### config.mk
export PLATFORM = sky130hd
export DESIGN_NAME = vdgc_top
export DESIGN_NICKNAME = d
export VERILOG_FILES = /design/src/vdgc_pkg.sv /design/src/vdgc_clkgen.sv /design/src/vdgc_top.sv
export SDC_FILE = /design/constraint.sdc
export NUM_CORES = 1
export LEC_CHECK = 0
export BUFFER_PORTS_ARGS = -buffer_cell sky130_fd_sc_hd__buf_2
export CORE_MARGIN = 1.5
export CORE_UTILIZATION = 55
export DETAILED_ROUTE_END_ITERATION = 7
export HOLD_SLACK_MARGIN = 0.03
export PLACE_DENSITY = 0.71
export SYNTH_ARGS = -nofsm -noshare
export SYNTH_HDL_FRONTEND = slang
export SYNTH_SLANG_ARGS = --single-unit
export TNS_END_PERCENT = 100
### constraint.sdc
create_clock -name clk -period 17.75 [get_ports clk]
set_clock_uncertainty 0.1 [all_clocks]
set_input_delay 3.55 -clock clk [delete_from_list [all_inputs] [get_ports clk]]
set_output_delay 3.55 -clock clk [all_outputs]
set_load 0.02 [all_outputs]
### src/vdgc_pkg.sv
// constants, carrier types and field layout for the video digitizer general control block
package vdgc_pkg;

	////////////////////////////////////////////////////////////////////////
	// register offsets
	localparam logic [7:0] ADDR_GEN_CTRL = 8'h0a;
	localparam logic [7:0] ADDR_PHASE = 8'h0b;
	localparam logic [7:0] ADDR_BAND_PUMP = 8'h0c;
	localparam logic [7:0] ADDR_ORDER_REV = 8'h0d;

	// field positions in general_control_one
	localparam int BIT_SPLIT = 7;
	localparam int BIT_ALIGN = 6;
	localparam int BIT_LS_POL = 5;
	localparam int BIT_HOLD_POL = 4;
	localparam int BIT_CLAMP_SRC = 3;
	localparam int BIT_CLAMP_POL = 2;
	localparam int BIT_CLK_SRC = 1;
	// field positions in the other registers
	localparam int PHASE_LSB = 3;
	localparam int BAND_LSB = 5;
	localparam int PUMP_LSB = 2;
	localparam int ORDER_WR_BIT = 4;
	localparam int ORDER_RD_BIT = 7;
	localparam int REV_LSB = 1;

	// power-up values, then phase step count and phase shift
	localparam logic [4:0] PHASE_RST = 5'h10;
	localparam logic [1:0] BAND_RST = 2'h1;
	localparam logic [2:0] PUMP_RST = 3'h1;
	localparam logic ORDER_RST = 1'b0;
	localparam int PHASE_STEPS = 32;
	localparam int PHASE_SHIFT = 5;

	// general control fields travel together
	typedef struct packed {
		logic split;
		logic align;
		logic ls_pol;
		logic hold_pol;
		logic clamp_src;
		logic clamp_pol;
		logic clk_src;
	} vdgc_gen_t;

	localparam vdgc_gen_t GEN_RST = '{split: 1'b1, align: 1'b1, ls_pol: 1'b1, hold_pol: 1'b1,
		clamp_src: 1'b0, clamp_pol: 1'b1, clk_src: 1'b0};

	// polarity-corrected, synchronised pin levels
	typedef struct packed {
		logic line;
		logic hold;
		logic clamp;
	} vdgc_pins_t;

	// internal clamp sequencer, Gray coded along idle -> wait -> clamp
	typedef enum logic [1:0] {
		CL_IDLE = 2'b00,
		CL_WAIT = 2'b01,
		CL_ON = 2'b11
	} vdgc_clamp_st_t;

endpackage

### src/vdgc_clkgen.sv
// pixel tick and sampling strobe generator, internal loop or external pixel clock
`timescale 1ns/1ps
`default_nettype none
module vdgc_clkgen
	import vdgc_pkg::*;
#(
	parameter int PW = 16
) (
	input wire logic clk, // system clock
	input wire logic nrst, // async reset, active low
	input wire logic ce, // clock enable
	input wire logic lead, // line sync leading edge pulse
	input wire logic hold, // sync hold active
	input wire logic ext_sel, // use external pixel clock
	input wire logic ext_rise, // rising edge of external pixel clock
	input wire logic [11:0] divider, // loop divide ratio
	input wire logic [4:0] phase, // sampling phase code
	output logic pix_tick, // one pulse per pixel period
	output logic sample_stb // sampling instant
);

	initial begin
		if (PW < 13 || PW > 30) $error("vdgc_clkgen: PW out of range");
	end

	logic [PW-1:0] cnt_q, cnt_d, per_q, per_d, acc_q, acc_d, ecnt_q, eper_q;
	logic [PW:0] step, acc_sum, thr_w, ethr_w, per_x, wrap_lim;
	logic [PW+5:0] thr_prod, ethr_prod;
	logic wrap, cross_int, sync_ok;

	////////////////////////////////////////////////////////////////////////
	// line length in clocks; while sync hold is active line sync is ignored so the loop coasts
	assign sync_ok = lead && !hold;
	assign cnt_d = sync_ok ? '0 : cnt_q + 1'b1;
	assign per_d = sync_ok ? cnt_q + 1'b1 : per_q;

	// divide the line into ratio+1 pixels by a rate accumulator
	assign step = PW'(divider) + 1'b1;
	assign per_x = {1'b0, per_q};
	assign acc_sum = {1'b0, acc_q} + step;
	assign wrap = (per_q != '0) && (acc_sum >= per_x);
	assign acc_d = sync_ok ? '0 : (wrap ? PW'(acc_sum - per_x) : acc_sum[PW-1:0]);

	// phase threshold: phase/32 of a pixel period in accumulator units
	assign thr_prod = per_x * phase;
	assign thr_w = thr_prod[PW+5:PHASE_SHIFT];
	assign wrap_lim = thr_w + per_x;
	assign cross_int = (per_q != '0) && ((({1'b0, acc_q} < thr_w) && (acc_sum >= thr_w)) ||
		(acc_sum >= wrap_lim) || (wrap && thr_w == '0));

	// external clock: period measured in clocks, divider takes no part
	assign ethr_prod = {1'b0, eper_q} * phase;
	assign ethr_w = ethr_prod[PW+5:PHASE_SHIFT];

	////////////////////////////////////////////////////////////////////////
	// loop registers
	always_ff @(posedge clk or negedge nrst) begin
		if (!nrst) begin
			cnt_q <= '0;
			per_q <= '0;
			acc_q <= '0;
		end else if (ce) begin
			cnt_q <= cnt_d;
			per_q <= per_d;
			acc_q <= acc_d;
		end
	end

	// external period counter
	always_ff @(posedge clk or negedge nrst) begin
		if (!nrst) begin
			ecnt_q <= '0;
			eper_q <= '0;
		end else if (ce) begin
			ecnt_q <= ext_rise ? '0 : ecnt_q + 1'b1;
			eper_q <= ext_rise ? ecnt_q + 1'b1 : eper_q;
		end
	end

	// source select; phase adjust stays live in both modes
	assign pix_tick = ext_sel ? ext_rise : wrap;
	assign sample_stb = ext_sel ? ((ethr_w == '0) ? ext_rise : (!ext_rise && ({1'b0, ecnt_q} + 1'b1 == ethr_w)))
		: cross_int;

endmodule
`default_nettype wire

### src/vdgc_top.sv
// general control registers and pixel-path steering of the video digitizer
`timescale 1ns/1ps
`default_nettype none
module vdgc_top
	import vdgc_pkg::*;
#(
	parameter int DW = 24, // pixel word width, three channels
	parameter int PW = 16, // line length counter width in clocks
	parameter logic [2:0] DIE_REV = 3'h2 // arbitrary value
) (
	input wire logic clk, // 250 MHz system clock
	input wire logic nrst, // async reset, active low
	input wire logic ce, // clock enable, freezes all state
	input wire logic reg_wr, // register write strobe
	input wire logic reg_rd, // register read strobe
	input wire logic [7:0] reg_addr, // register offset
	input wire logic [7:0] reg_wdata, // write data
	output logic [7:0] reg_rdata, // read data, valid cycle after strobe
	input wire logic [11:0] loop_divide_ratio, // loop divide ratio
	input wire logic [7:0] clamp_start_offset, // clamp start in pixels
	input wire logic [7:0] clamp_length, // clamp length in pixels
	input wire logic line_sync_in, // raw line sync pin
	input wire logic sync_hold_input, // raw sync hold pin
	input wire logic ext_clamp_in, // raw external clamp pin
	input wire logic external_pixel_clock_in, // external pixel clock pin
	input wire logic [DW-1:0] adc_data, // converter output, same clock
	output logic [DW-1:0] port_a_data, // Port A data
	output logic [DW-1:0] port_b_data, // Port B data
	output logic port_b_oe, // Port B output enable
	output logic output_data_clock, // output data clock
	output logic clamp_active, // clamp all channels
	output logic [4:0] sample_phase, // sampling phase code
	output logic [1:0] osc_band_sel, // oscillator band
	output logic [2:0] pump_code, // charge-pump current code
	output logic pixel_clock_sel // 1 selects external pixel clock
);

	initial begin
		if (DW < 1) $error("vdgc_top: DW must be positive");
	end

	////////////////////////////////////////////////////////////////////////
	// register file
	vdgc_gen_t gen_q;
	logic [4:0] phase_q;
	logic [1:0] band_q;
	logic [2:0] pump_q;
	logic order_q;
	logic [7:0] rdata_q;
	logic [7:0] rd_mux;
	logic wr_gen, wr_phase, wr_band, wr_order;

	// one decode used by both the write strobes and the read mux
	function automatic logic hit(input logic [7:0] a, input logic [7:0] off);
		hit = (a == off);
	endfunction

	assign wr_gen = ce && reg_wr && hit(reg_addr, ADDR_GEN_CTRL);
	assign wr_phase = ce && reg_wr && hit(reg_addr, ADDR_PHASE);
	assign wr_band = ce && reg_wr && hit(reg_addr, ADDR_BAND_PUMP);
	assign wr_order = ce && reg_wr && hit(reg_addr, ADDR_ORDER_REV);

	// writes store only the defined fields; reserved bits are dropped
	always_ff @(posedge clk or negedge nrst) begin
		if (!nrst) begin
			gen_q <= GEN_RST;
			phase_q <= PHASE_RST;
			band_q <= BAND_RST;
			pump_q <= PUMP_RST;
			order_q <= ORDER_RST;
		end else begin
			if (wr_gen) gen_q <= reg_wdata[BIT_SPLIT:BIT_CLK_SRC];
			if (wr_phase) phase_q <= reg_wdata[PHASE_LSB +: 5];
			if (wr_band) band_q <= reg_wdata[BAND_LSB +: 2];
			if (wr_band) pump_q <= reg_wdata[PUMP_LSB +: 3];
			if (wr_order) order_q <= reg_wdata[ORDER_WR_BIT];
		end
	end

	// read mux: port order comes back in bit 7, revision is read-only, others zero
	assign rd_mux = hit(reg_addr, ADDR_GEN_CTRL) ? {gen_q, 1'b0} :
		hit(reg_addr, ADDR_PHASE) ? {phase_q, 3'h0} :
		hit(reg_addr, ADDR_BAND_PUMP) ? {1'b0, band_q, pump_q, 2'h0} :
		hit(reg_addr, ADDR_ORDER_REV) ? {order_q, 3'h0, DIE_REV, 1'b0} :
		8'h00;

	// read data register
	always_ff @(posedge clk or negedge nrst) begin
		if (!nrst) rdata_q <= 8'h00;
		else if (ce && reg_rd) rdata_q <= rd_mux;
	end

	////////////////////////////////////////////////////////////////////////
	// pin synchronisers; only the second stage is read
	localparam int NSYNC = 4;
	logic [NSYNC-1:0] pin_raw, s1_q, s2_q;
	vdgc_pins_t act, act_prev_q;
	logic eck_prev_q;
	logic line_lead, line_trail, ext_rise;

	assign pin_raw = {external_pixel_clock_in, ext_clamp_in, sync_hold_input, line_sync_in};

	generate
		for (genvar i = 0; i < NSYNC; i++) begin : g_sync
			always_ff @(posedge clk or negedge nrst) begin
				if (!nrst) begin
					s1_q[i] <= 1'b0;
					s2_q[i] <= 1'b0;
				end else if (ce) begin
					s1_q[i] <= pin_raw[i];
					s2_q[i] <= s1_q[i];
				end
			end
		end
	endgenerate

	// polarity correction to active-high before any edge detection
	assign act.line = ~(s2_q[0] ^ gen_q.ls_pol);
	assign act.hold = ~(s2_q[1] ^ gen_q.hold_pol);
	assign act.clamp = ~(s2_q[2] ^ gen_q.clamp_pol);

	// edge history
	always_ff @(posedge clk or negedge nrst) begin
		if (!nrst) begin
			act_prev_q <= '0;
			eck_prev_q <= 1'b0;
		end else if (ce) begin
			act_prev_q <= act;
			eck_prev_q <= s2_q[3];
		end
	end

	// leading edge times sampling, trailing edge times clamp placement
	assign line_lead = act.line && !act_prev_q.line;
	assign line_trail = !act.line && act_prev_q.line;
	assign ext_rise = s2_q[3] && !eck_prev_q;

	////////////////////////////////////////////////////////////////////////
	// clock generator
	logic pix_tick, sample_stb;

	vdgc_clkgen #(
		.PW(PW)
	) u_clkgen (
		.clk(clk),
		.nrst(nrst),
		.ce(ce),
		.lead(line_lead),
		.hold(act.hold),
		.ext_sel(gen_q.clk_src),
		.ext_rise(ext_rise),
		.divider(loop_divide_ratio),
		.phase(phase_q),
		.pix_tick(pix_tick),
		.sample_stb(sample_stb)
	);

	////////////////////////////////////////////////////////////////////////
	// internal clamp sequencer counted in pixel periods from the trailing edge
	vdgc_clamp_st_t cl_q, cl_d;
	logic [7:0] ccnt_q, ccnt_d;
	logic [7:0] ccnt_inc;
	logic clamp_d;

	assign ccnt_inc = ccnt_q + 8'h01;

	// zero offset or length is unsupported; the counter then runs a full 256 wrap
	always_comb begin
		cl_d = cl_q;
		ccnt_d = ccnt_q;
		case (cl_q)
			CL_IDLE: begin
				ccnt_d = 8'h00;
			end
			CL_WAIT: begin
				if (pix_tick) begin
					ccnt_d = ccnt_inc;
					if (ccnt_inc == clamp_start_offset) begin
						cl_d = CL_ON;
						ccnt_d = 8'h00;
					end
				end
			end
			CL_ON: begin
				if (pix_tick) begin
					ccnt_d = ccnt_inc;
					if (ccnt_inc == clamp_length) begin
						cl_d = CL_IDLE;
						ccnt_d = 8'h00;
					end
				end
			end
			default: begin
				cl_d = CL_IDLE;
				ccnt_d = 8'h00;
			end
		endcase
		if (line_trail) begin
			cl_d = CL_WAIT;
			ccnt_d = 8'h00;
		end
	end

	// sequencer registers
	always_ff @(posedge clk or negedge nrst) begin
		if (!nrst) begin
			cl_q <= CL_IDLE;
			ccnt_q <= 8'h00;
		end else if (ce) begin
			cl_q <= cl_d;
			ccnt_q <= ccnt_d;
		end
	end

	// clamp source select
	assign clamp_d = gen_q.clamp_src ? act.clamp : (cl_q == CL_ON);

	////////////////////////////////////////////////////////////////////////
	// output steering
	logic odd_q, dck_q, b_oe_q, clamp_q;
	logic [DW-1:0] a_q, b_q, hold_q;
	logic to_b, dual_align;

	// port order and alignment only count in dual-port mode
	assign to_b = gen_q.split && (odd_q ^ order_q);
	assign dual_align = gen_q.split && gen_q.align;

	// odd_q is 0 when the next sample is first of a pair; leading edge restarts the count
	always_ff @(posedge clk or negedge nrst) begin
		if (!nrst) begin
			odd_q <= 1'b0;
		end else if (ce) begin
			if (line_lead) odd_q <= 1'b0;
			else if (sample_stb) odd_q <= gen_q.split & ~odd_q;
		end
	end

	// data ports: aligned mode holds the first sample so both ports change together,
	// which delays Port A, or Port B when order_q is set, by half a data clock period
	always_ff @(posedge clk or negedge nrst) begin
		if (!nrst) begin
			a_q <= '0;
			b_q <= '0;
			hold_q <= '0;
		end else if (ce && sample_stb) begin
			if (!gen_q.split) begin
				a_q <= adc_data;
			end else if (dual_align) begin
				if (!odd_q) hold_q <= adc_data;
				else begin
					a_q <= order_q ? adc_data : hold_q;
					b_q <= order_q ? hold_q : adc_data;
				end
			end else if (to_b) begin
				b_q <= adc_data;
			end else begin
				a_q <= adc_data;
			end
		end
	end

	// data clock: falls as the pair changes in aligned mode, otherwise toggles per sample
	always_ff @(posedge clk or negedge nrst) begin
		if (!nrst) begin
			dck_q <= 1'b0;
			b_oe_q <= 1'b0;
			clamp_q <= 1'b0;
		end else if (ce) begin
			b_oe_q <= gen_q.split;
			clamp_q <= clamp_d;
			if (sample_stb) dck_q <= dual_align ? ~odd_q : ~dck_q;
		end
	end

	assign reg_rdata = rdata_q;
	assign port_a_data = a_q;
	assign port_b_data = b_q;
	assign port_b_oe = b_oe_q;
	assign output_data_clock = dck_q;
	assign clamp_active = clamp_q;
	assign sample_phase = phase_q;
	assign osc_band_sel = band_q;
	assign pump_code = pump_q;
	assign pixel_clock_sel = gen_q.clk_src;

	////////////////////////////////////////////////////////////////////////
	// checks
	logic seen_wr_q;

	always_ff @(posedge clk or negedge nrst) begin
		if (!nrst) seen_wr_q <= 1'b0;
		else if (ce && reg_wr) seen_wr_q <= 1'b1;
	end

	single_port_a: assert property (@(posedge clk) disable iff (!nrst)
		ce && sample_stb && !gen_q.split |=> port_a_data == $past(adc_data))
		else $error("single-port sample not on Port A");

	port_b_hiz_a: assert property (@(posedge clk) disable iff (!nrst)
		ce && !gen_q.split |=> !port_b_oe)
		else $error("Port B driven in single-port mode");

	power_up_a: assert property (@(posedge clk) disable iff (!nrst)
		!seen_wr_q |-> gen_q == GEN_RST && sample_phase == PHASE_RST)
		else $error("power-up field values wrong");

	aligned_clk_a: assert property (@(posedge clk) disable iff (!nrst)
		ce && sample_stb && dual_align && odd_q |=> !output_data_clock
			&& (($past(order_q) ? port_a_data : port_b_data) == $past(adc_data, 1)))
		else $error("aligned pair not presented together");

	ext_clamp_a: assert property (@(posedge clk) disable iff (!nrst)
		ce && gen_q.clamp_src |=> clamp_active == ~($past(s2_q[2]) ^ $past(gen_q.clamp_pol)))
		else $error("external clamp polarity wrong");

	first_pixel_a: assert property (@(posedge clk) disable iff (!nrst)
		ce && sample_stb && !odd_q && gen_q.split && !order_q && !gen_q.align
			|=> $stable(port_b_data))
		else $error("first sample after leading edge not on Port A");

	order_readback_a: assert property (@(posedge clk) disable iff (!nrst)
		ce && reg_rd && reg_addr == ADDR_ORDER_REV |=> reg_rdata[7] == $past(order_q)
			&& reg_rdata[6:4] == 3'h0 && reg_rdata[3:1] == DIE_REV)
		else $error("port order readback misplaced");

	reserved_zero_a: assert property (@(posedge clk) disable iff (!nrst)
		ce && reg_rd && reg_addr == ADDR_GEN_CTRL |=> reg_rdata[0] == 1'b0)
		else $error("reserved bit reads nonzero");

	clamp_start_a: assert property (@(posedge clk) disable iff (!nrst)
		ce && cl_q == CL_WAIT && cl_d == CL_ON |-> pix_tick && ccnt_inc == clamp_start_offset)
		else $error("internal clamp started at wrong pixel");

	cov_dual_align: cover property (@(posedge clk) disable iff (!nrst) ce && sample_stb && dual_align && odd_q);
	cov_int_clamp: cover property (@(posedge clk) disable iff (!nrst) cl_q == CL_WAIT ##1 cl_q == CL_ON);
	cov_sync_hold_input: cover property (@(posedge clk) disable iff (!nrst) line_lead && act.hold);

endmodule
`default_nettype wire

# --- After elaboration in Yosys (flattened, before gate mapping) ---
# Cells that the tools add are included.
# Widths: inputs -> output; s select.
op_classes:
  n_reduce_logical: 38
  mux: 36
  n_mul: 2
  bitwise: 9
  n_addsub: 8
  eq_ne: 17
  order_cmp: 4
op_table:
  columns: ["cell", "n"]
  rows:
  - ["$mux 24", 9]
  - ["$mux 8", 9]
  - ["$mux 16", 4]
  - ["$mul 16x5->21", 2]
  - ["$ge 17x16->1", 2]
  - ["$logic_not 17->1", 2]
  - ["$add 16x1->16 const B", 2]
  - ["$eq 8x4->1 const B", 4]
  - ["$logic_and 1x1->1", 18]
  - ["$add 16x1->17 const B", 1]
  - ["$add 16x13->17", 1]
  - ["$add 17x16->17", 1]
  - ["$eq 17x16->1", 1]
  - ["$ge 17x17->1", 1]
  - ["$lt 16x17->1", 1]
  - ["$eq 8x8->1", 2]
  - ["$pmux 8 s2", 1]
  - ["$reduce_bool 16->1", 1]
  - ["$sub 16x16->16", 1]
  - ["$ne 3x3->1 const B", 5]
  - ["$add 12x1->13 const B", 1]
  - ["$mux 2", 5]
  - ["$add 8x1->8 const B", 1]
  - ["$reduce_and 2->1", 4]
  - ["16 further kinds", 35]
word_totals:
  inputBits: 77
  reg_bits: 202
  out_inout_bits: 70
  word_cells: 150

# --- Longest topological paths before layout ---
logic_depth:
  word_depth: 10
  ltp_mapped: 36
  mapped_depth_nobuf: 34

# --- Hierarchy ---
# From an unflattened synthesis, not the netlist that was laid out.
hier_totals:
  cells_unflattened: 1928
  hier_area_um2: 17748.3
modules_own_cells:
  columns: ["module", "cells_per_inst", "n_inst", "seq_area_each_um2", "area_each_um2"]
  rows:
  - ["vdgc_clkgen", 1410, 1, 2001.9, 11980.2]
  - ["vdgc_top", 518, 1, 3037.9, 5768.0]

# --- Worst setup path after synthesis ---
# No wires, ideal clock.
synth_timing:
  kind: "input to register"
  startpoint: "input port loop_divide_ratio[1]"
  endpoint: "register b_q[10], in the netlist port_b_data[10]"
  n_path_buf: 1
  path_slack_ns: 9.178
  path_stages: 24
  setup_time_ns: 0.125
  required_ns: 17.525
  arrival_ns: 8.347
  path_cell_list: "ha_1 -> nor2b_1 -> o21ai_0 -> a21boi_0 -> o21ai_0 -> a21boi_0 -> o21ai_0 -> a21oi_1 -> o211a_1 -> or3_1 -> and2_1 -> ha_1 -> and3_1 -> nor2b_1 -> a211o_1 -> a21oi_1 -> o21ai_0 -> o311ai_0 -> a31o_2 -> or4b_4 -> a22oi_4 -> nand4_4 -> buf_6 -> mux2_4"
synth_between:
  elab_chain_len: 10
  elab_cells_between_ends: 14
  classes_between: "2 x add/sub; 3 x order compare; 1 x mux; 8 x reduce/logical"
synth_rtl:
  columns: ["item", "line", "rtl"]
  rows:
  - ["start: declaration", "vdgc_top.sv:19", "input wire logic [11:0] loop_divide_ratio,"]
  - ["$add 12x1->13 *", "vdgc_clkgen.sv:38", "assign step = PW'(divider) + 1'b1;"]
  - ["$add 16x13->17 *", "vdgc_clkgen.sv:40", "assign acc_sum = {1'b0, acc_q} + step;"]
  - ["$ge 17x16->1 (on tied branches)", "vdgc_clkgen.sv:48, vdgc_clkgen.sv:41", null]
  - ["$logic_and 1x1->1 (on tied branches)", "vdgc_clkgen.sv:48, vdgc_clkgen.sv:41", null]
  - ["$logic_or 1x1->1 / $logic_and 1x1->1 (equally long branches)", "vdgc_clkgen.sv:48, vdgc_clkgen.sv:49", null]
  - ["$logic_or 1x1->1 *", "vdgc_clkgen.sv:49", "(acc_sum >= wrap_lim) || (wrap && thr_w == '0));"]
  - ["$logic_and 1x1->1 *", "vdgc_clkgen.sv:48", "assign cross_int = (per_q != '0) && ((({1'b0, acc_q} < thr_w) && (acc_sum >= thr_w)) ||"]
  - ["$mux 1 *", "vdgc_clkgen.sv:82", "assign sample_stb = ext_sel ? ((ethr_w == '0) ? ext_rise : (!ext_rise && ({1'b0, ecnt_q} + 1'b1 == ethr_w)))"]
  - ["$logic_and 1x1->1 *", "vdgc_top.sv:245", "end else if (ce && sample_stb) begin"]
  - ["$reduce_and 4->1 (no line) *", null, null]
  - ["end signal: assignment", "vdgc_top.sv:252", "b_q <= order_q ? hold_q : adc_data;"]
  - ["end signal: assignment", "vdgc_top.sv:255", "b_q <= adc_data;"]
  - ["end: declaration", "vdgc_top.sv:221", "logic [DW-1:0] a_q, b_q, hold_q;"]
# Every way passes the cells marked *; elsewhere a longest branch is shown, timed or not.
# A chain may end at the register's enable or synchronous reset.

# --- Worst setup path after layout ---
layout_timing:
  startpoint: "register phase_q[2], in the netlist sample_phase[2]"
  endpoint: "register b_q[0], in the netlist port_b_data[0]"
layout_between:
  elab_chain_len: 9
  elab_cells_between_ends: 19
  classes_between: "1 x add/sub; 2 x mul; 3 x order compare; 1 x eq/ne; 2 x mux; 10 x reduce/logical"
layout_rtl:
  columns: ["item", "line", "rtl"]
  rows:
  - ["start: declaration", "vdgc_top.sv:45", "logic [4:0] phase_q;"]
  - ["start signal: assignment", "vdgc_top.sv:73", "if (wr_phase) phase_q <= reg_wdata[PHASE_LSB +: 5];"]
  - ["$mul 16x5->21", "vdgc_clkgen.sv:45", "assign thr_prod = per_x * phase;"]
  - ["$add 17x16->17, or another cell as far along", "vdgc_clkgen.sv:47", "assign wrap_lim = thr_w + per_x;"]
  - ["$ge 17x17->1 / $logic_and 1x1->1 (equally long branches)", "vdgc_clkgen.sv:49, vdgc_clkgen.sv:48", null]
  - ["$logic_or 1x1->1", "vdgc_clkgen.sv:48", null]
  - ["$logic_or 1x1->1", "vdgc_clkgen.sv:49", null]
  - ["$logic_and 1x1->1", "vdgc_clkgen.sv:48", null]
  - ["$mux 1 *", "vdgc_clkgen.sv:82", null]
  - ["$logic_and 1x1->1 *", "vdgc_top.sv:245", null]
  - ["$reduce_and 4->1 (no line) *", null, null]
# Marks and branches as above.

==> metrics.csv <==
stage,metric,value,unit
run,drv_cap,0,
timing,setup_viol,0,
timing,post-route-period-util,54.5,%
yosys,synth_cell_type_count,86,
power,switching_power,1.03,mW
global_route,grt_max_degree,80,
worst_hold_path,min_to,reg_rdata[6],
floorplan,core_area,32500,um^2
final_layout,syn_to_final_growth,10.3,%
yosys,muxShareOfSynthArea,10.2,%
critical_path,setup.worst_path.class,reg -> reg,
timing,rsz0062_at_grt,false,
cts,cts_setup_buffers,0,
yosys,postSynthRegisterBits,201,
floorplan,die_w,185,um
cts,cts_hold_buf,0,
yosys,synthSimpleGateAreaFrac,17.6,%
timing,slew_headroom,20.4,%
critical_path,rrSetupSlack,8.08,ns
drt,wirelength,45.5,mm
drt,ant_nets,0,
cts,cts_tree,yes,
power,peakVddDrop,0.108,mV
yosys,syn-num-nets,2246,
timing,hold_viol_final,0,
yosys,ys_warn_count,0,
yosys,synth_top_family_by_area,adder cells,
timing,hold_ws,0.381,ns
yosys,avgSynthCellArea,9.42,um^2
final_layout,nNetsFinal,2358,
power,p_seq_share,27.4,%
final_layout,layout_common_cells,"193 x dfrtp_1, 158 x nand2_1, 151 x ha_1",
final_layout,drive_gt1_share,17.1,%
floorplan,start_util,56.0,%
critical_path,critPathMaxFanout,24,
run_status,status,"finished, final reports clean",
critical_path,worst_setup_path_end_kind,flip-flop,
placed_design,dpl.hpwl,34.5,mm
final_layout,final_common_cell,dfrtp_1,
critical_path,r2r-start,sample_phase[2],
global_route,grt_pass1_wl,75.0,mm
floorplan,row_count,66,
global_route,antenna_found_initial,1,
cts,cts.sinks,201,
yosys,synthArstFlopShare,100,%
power,pwr-share-clk,20.4,%
worst_hold_path,worstHoldStart,reg_rdata[6],
timing,tightestPinTransition,1.19,ns
timing,finalSetupTns,0,ns
power,powerDensity,120,nW/um^2
critical_path,cp-start-kind,flip-flop,
cts,clk_latency,0.51,ns
drt,drtIter0Drc,829,
yosys,synthXorXnorAreaFrac,5.72,%
yosys,synth_adder_area_share,19.7,%
power,switching_share,42.7,%
floorplan,die_y,185,um
yosys,ys_seq_area_share,27.7,%
drt,drtPass1Iterations,5,
power,p_leak,9.87,nW
global_route,grtUsageMet2,48.0,%
critical_path,critPathMostFrequentCell,a21oi_1,
global_route,grt_usage,26.9,%
timing,layout_min_cycle_time,9.67,ns
critical_path,critPathSlowestCell,dfrtp_1,
drt,wl_per_cell,18.2,um
final_layout,multi_input_area,12300,um^2
global_route,groute.layer.met3.usage,2.34,%
yosys,synth_compound_area_share,14.5,%
global_route,gr-usage-met1,34.5,%
timing,slew_viol_final,0,
cts,path_clk_slew,0.06,ns
drt,num_vias,14800,
global_route,busiest_layer,met2,
global_route,grt_pass1_vias,15000,
power,p_int,1.38,mW
power,comb_power_share,52.3,%
critical_path,worstPathArrival,9.96,ns
yosys,synth_edf_count,0,
worst_hold_path,hold_path_depth,2,
timing,fmax,103,MHz
yosys,synthCells,1933,
global_route,grt-ovfl-total,0,
final_layout,fillers,2826,
cts,cts_buffers,24,
yosys,syn_area,18200,um^2
worst_hold_path,hold_path.class,reg -> reg,
cts,clk_path_buf_depth,3,
floorplan,num_io_pins,147,
yosys,synth_top_flop_cell,dfrtp_1,
placed_design,port_buffers,144,
critical_path,critPathMaxStageDelay,0.74,ns
critical_path,crit_required,18.03,ns
cts,cts_max_level,1,
drt,via_per_inst,5.91,
drt,drc_errors,0,
cts,cts_resized,0,
placed_design,place.gp.congestion,0.957,
floorplan,die-area,34200,um^2
final_layout,regArea,5040,um^2
critical_path,r2r_end,port_b_data[0],
critical_path,r2r_cells,34,
cts,cts_root_buf,clkbuf_16,
-- cell usage after synthesis, types with 9 or more instances --
cell type	n	area [um^2]
nor2b_1	25	156
o31ai_1	14	105
o2bb2ai_1	15	131
and3_1	24	150
fa_1	85	1700
clkbuf_1	55	206
nand3_1	44	220
mux2_2	112	1260
nand2b_1	21	131
xor2_1	35	307
xnor2_1	76	666
and2_1	131	820
mux2_1	20	225
o2111ai_1	9	78.8
or3_1	12	75.1
mux2_4	20	300
and4_1	9	78.8
o211ai_1	10	75.1
a211oi_1	9	67.6
nor4_1	21	131
nor2_1	89	334
inv_1	147	552
o21ai_0	133	666
nor3_1	27	135
nand4_1	18	113
nand2_1	158	593
a21oi_1	69	345
a21boi_0	10	75.1
dfrtp_1	193	4830
a31oi_1	11	68.8
ha_1	151	1890
a21o_1	24	180
o21a_1	15	113
-- area by class of cell --
class | instances | area share (%)
sequential | 201 | 25.1
clock buffer | 35 | 3.50
tap | 442 | 2.75
antenna | 1 | 0.0125
clock inverter | 9 | 0.449
timing repair buffer | 154 | 4.01
multi-input combinational | 1517 | 61.4
inverter | 147 | 2.75
-- metrics by stage --
stage	power, mW	std cells	cell area [um^2]	worst slack (ns)	utilization, %
floorplan	1.58	1933	18200	9.18	-
global placement	1.85	2461	19300	7.82	59.3
detailed placement	1.90	2461	19300	7.63	59.3
CTS	2.40	2505	20100	8.15	61.7
global route	2.59	2506	20100	7.45	61.7
finish	2.40	2506	20100	8.08	61.7
-- power by group through the flow --
stage | Clock (mW) | Combinational (mW) | Sequential (mW)
after floorplan | 0 | 0.917 | 0.659
after detailed placement | 0 | 1.23 | 0.662
final | 0.490 | 1.26 | 0.657
after global placement | 0 | 1.20 | 0.657
after CTS | 0.498 | 1.25 | 0.656
after global routing | 0.514 | 1.41 | 0.670
-- critical path, delay by kind of cell, from the launching register on --
| family | cells | cell delay, ns |
|---|---|---|
| compound gates | 15 | 3.94 |
| simple gates | 6 | 1.05 |
| mux | 1 | 0.42 |
| fa+ha+maj | 6 | 2.36 |
| flops | 1 | 0.74 |
| buf+inv | 4 | 0.54 |
| xor+xnor | 2 | 0.39 |
-- sequential cells by signal (all words and copies together) (netlist names), 3 cells and up --
name and count:
u_clkgen.acc_q 16, u_clkgen.ecnt_q 16, gen_q 6, hold_q 24, ccnt_q 8, s1_q 4
reg_rdata 7, port_a_data 24, u_clkgen.cnt_q 16, s2_q 4, u_clkgen.per_q 16, pump_code 3
port_b_data 24, u_clkgen.eper_q 16, sample_phase 5
-- cells by family after synthesis --
group,after synthesis
buffers and inverters,215
adder cells (fa/ha/maj),236
AO/OA/AOI/OAI,399
multiplexers,159
flip-flops,201
AND/OR/NAND/NOR,608
XOR/XNOR,114
other,1
-- how the worst max path moves through the flow --
stage                         start         endpoint  depth (start not counted)
2_1_floorplan  loop_divide_ratio[1]  port_b_data[10]                         24
3_3_place_gp   loop_divide_ratio[1]  port_b_data[11]                         22
3_5_place_dp   loop_divide_ratio[1]   port_b_data[0]                         22
4_1_cts        loop_divide_ratio[1]  port_b_data[11]                         22
5_1_grt             sample_phase[2]   port_b_data[0]                         34
6_report            sample_phase[2]   port_b_data[0]                         34
-- per-layer routing --
layer | part of all wire (%) | wire, um | up-vias
li1 | - | - | 7034
met1 | 43 | 19400 | 7278
met2 | 50 | 22900 | 402
met3 | 3.7 | 1680 | 92
met4 | 3.3 | 1520 | 0
met5 | 0 | 0 | -
Power figures use the tool's default switching activity.
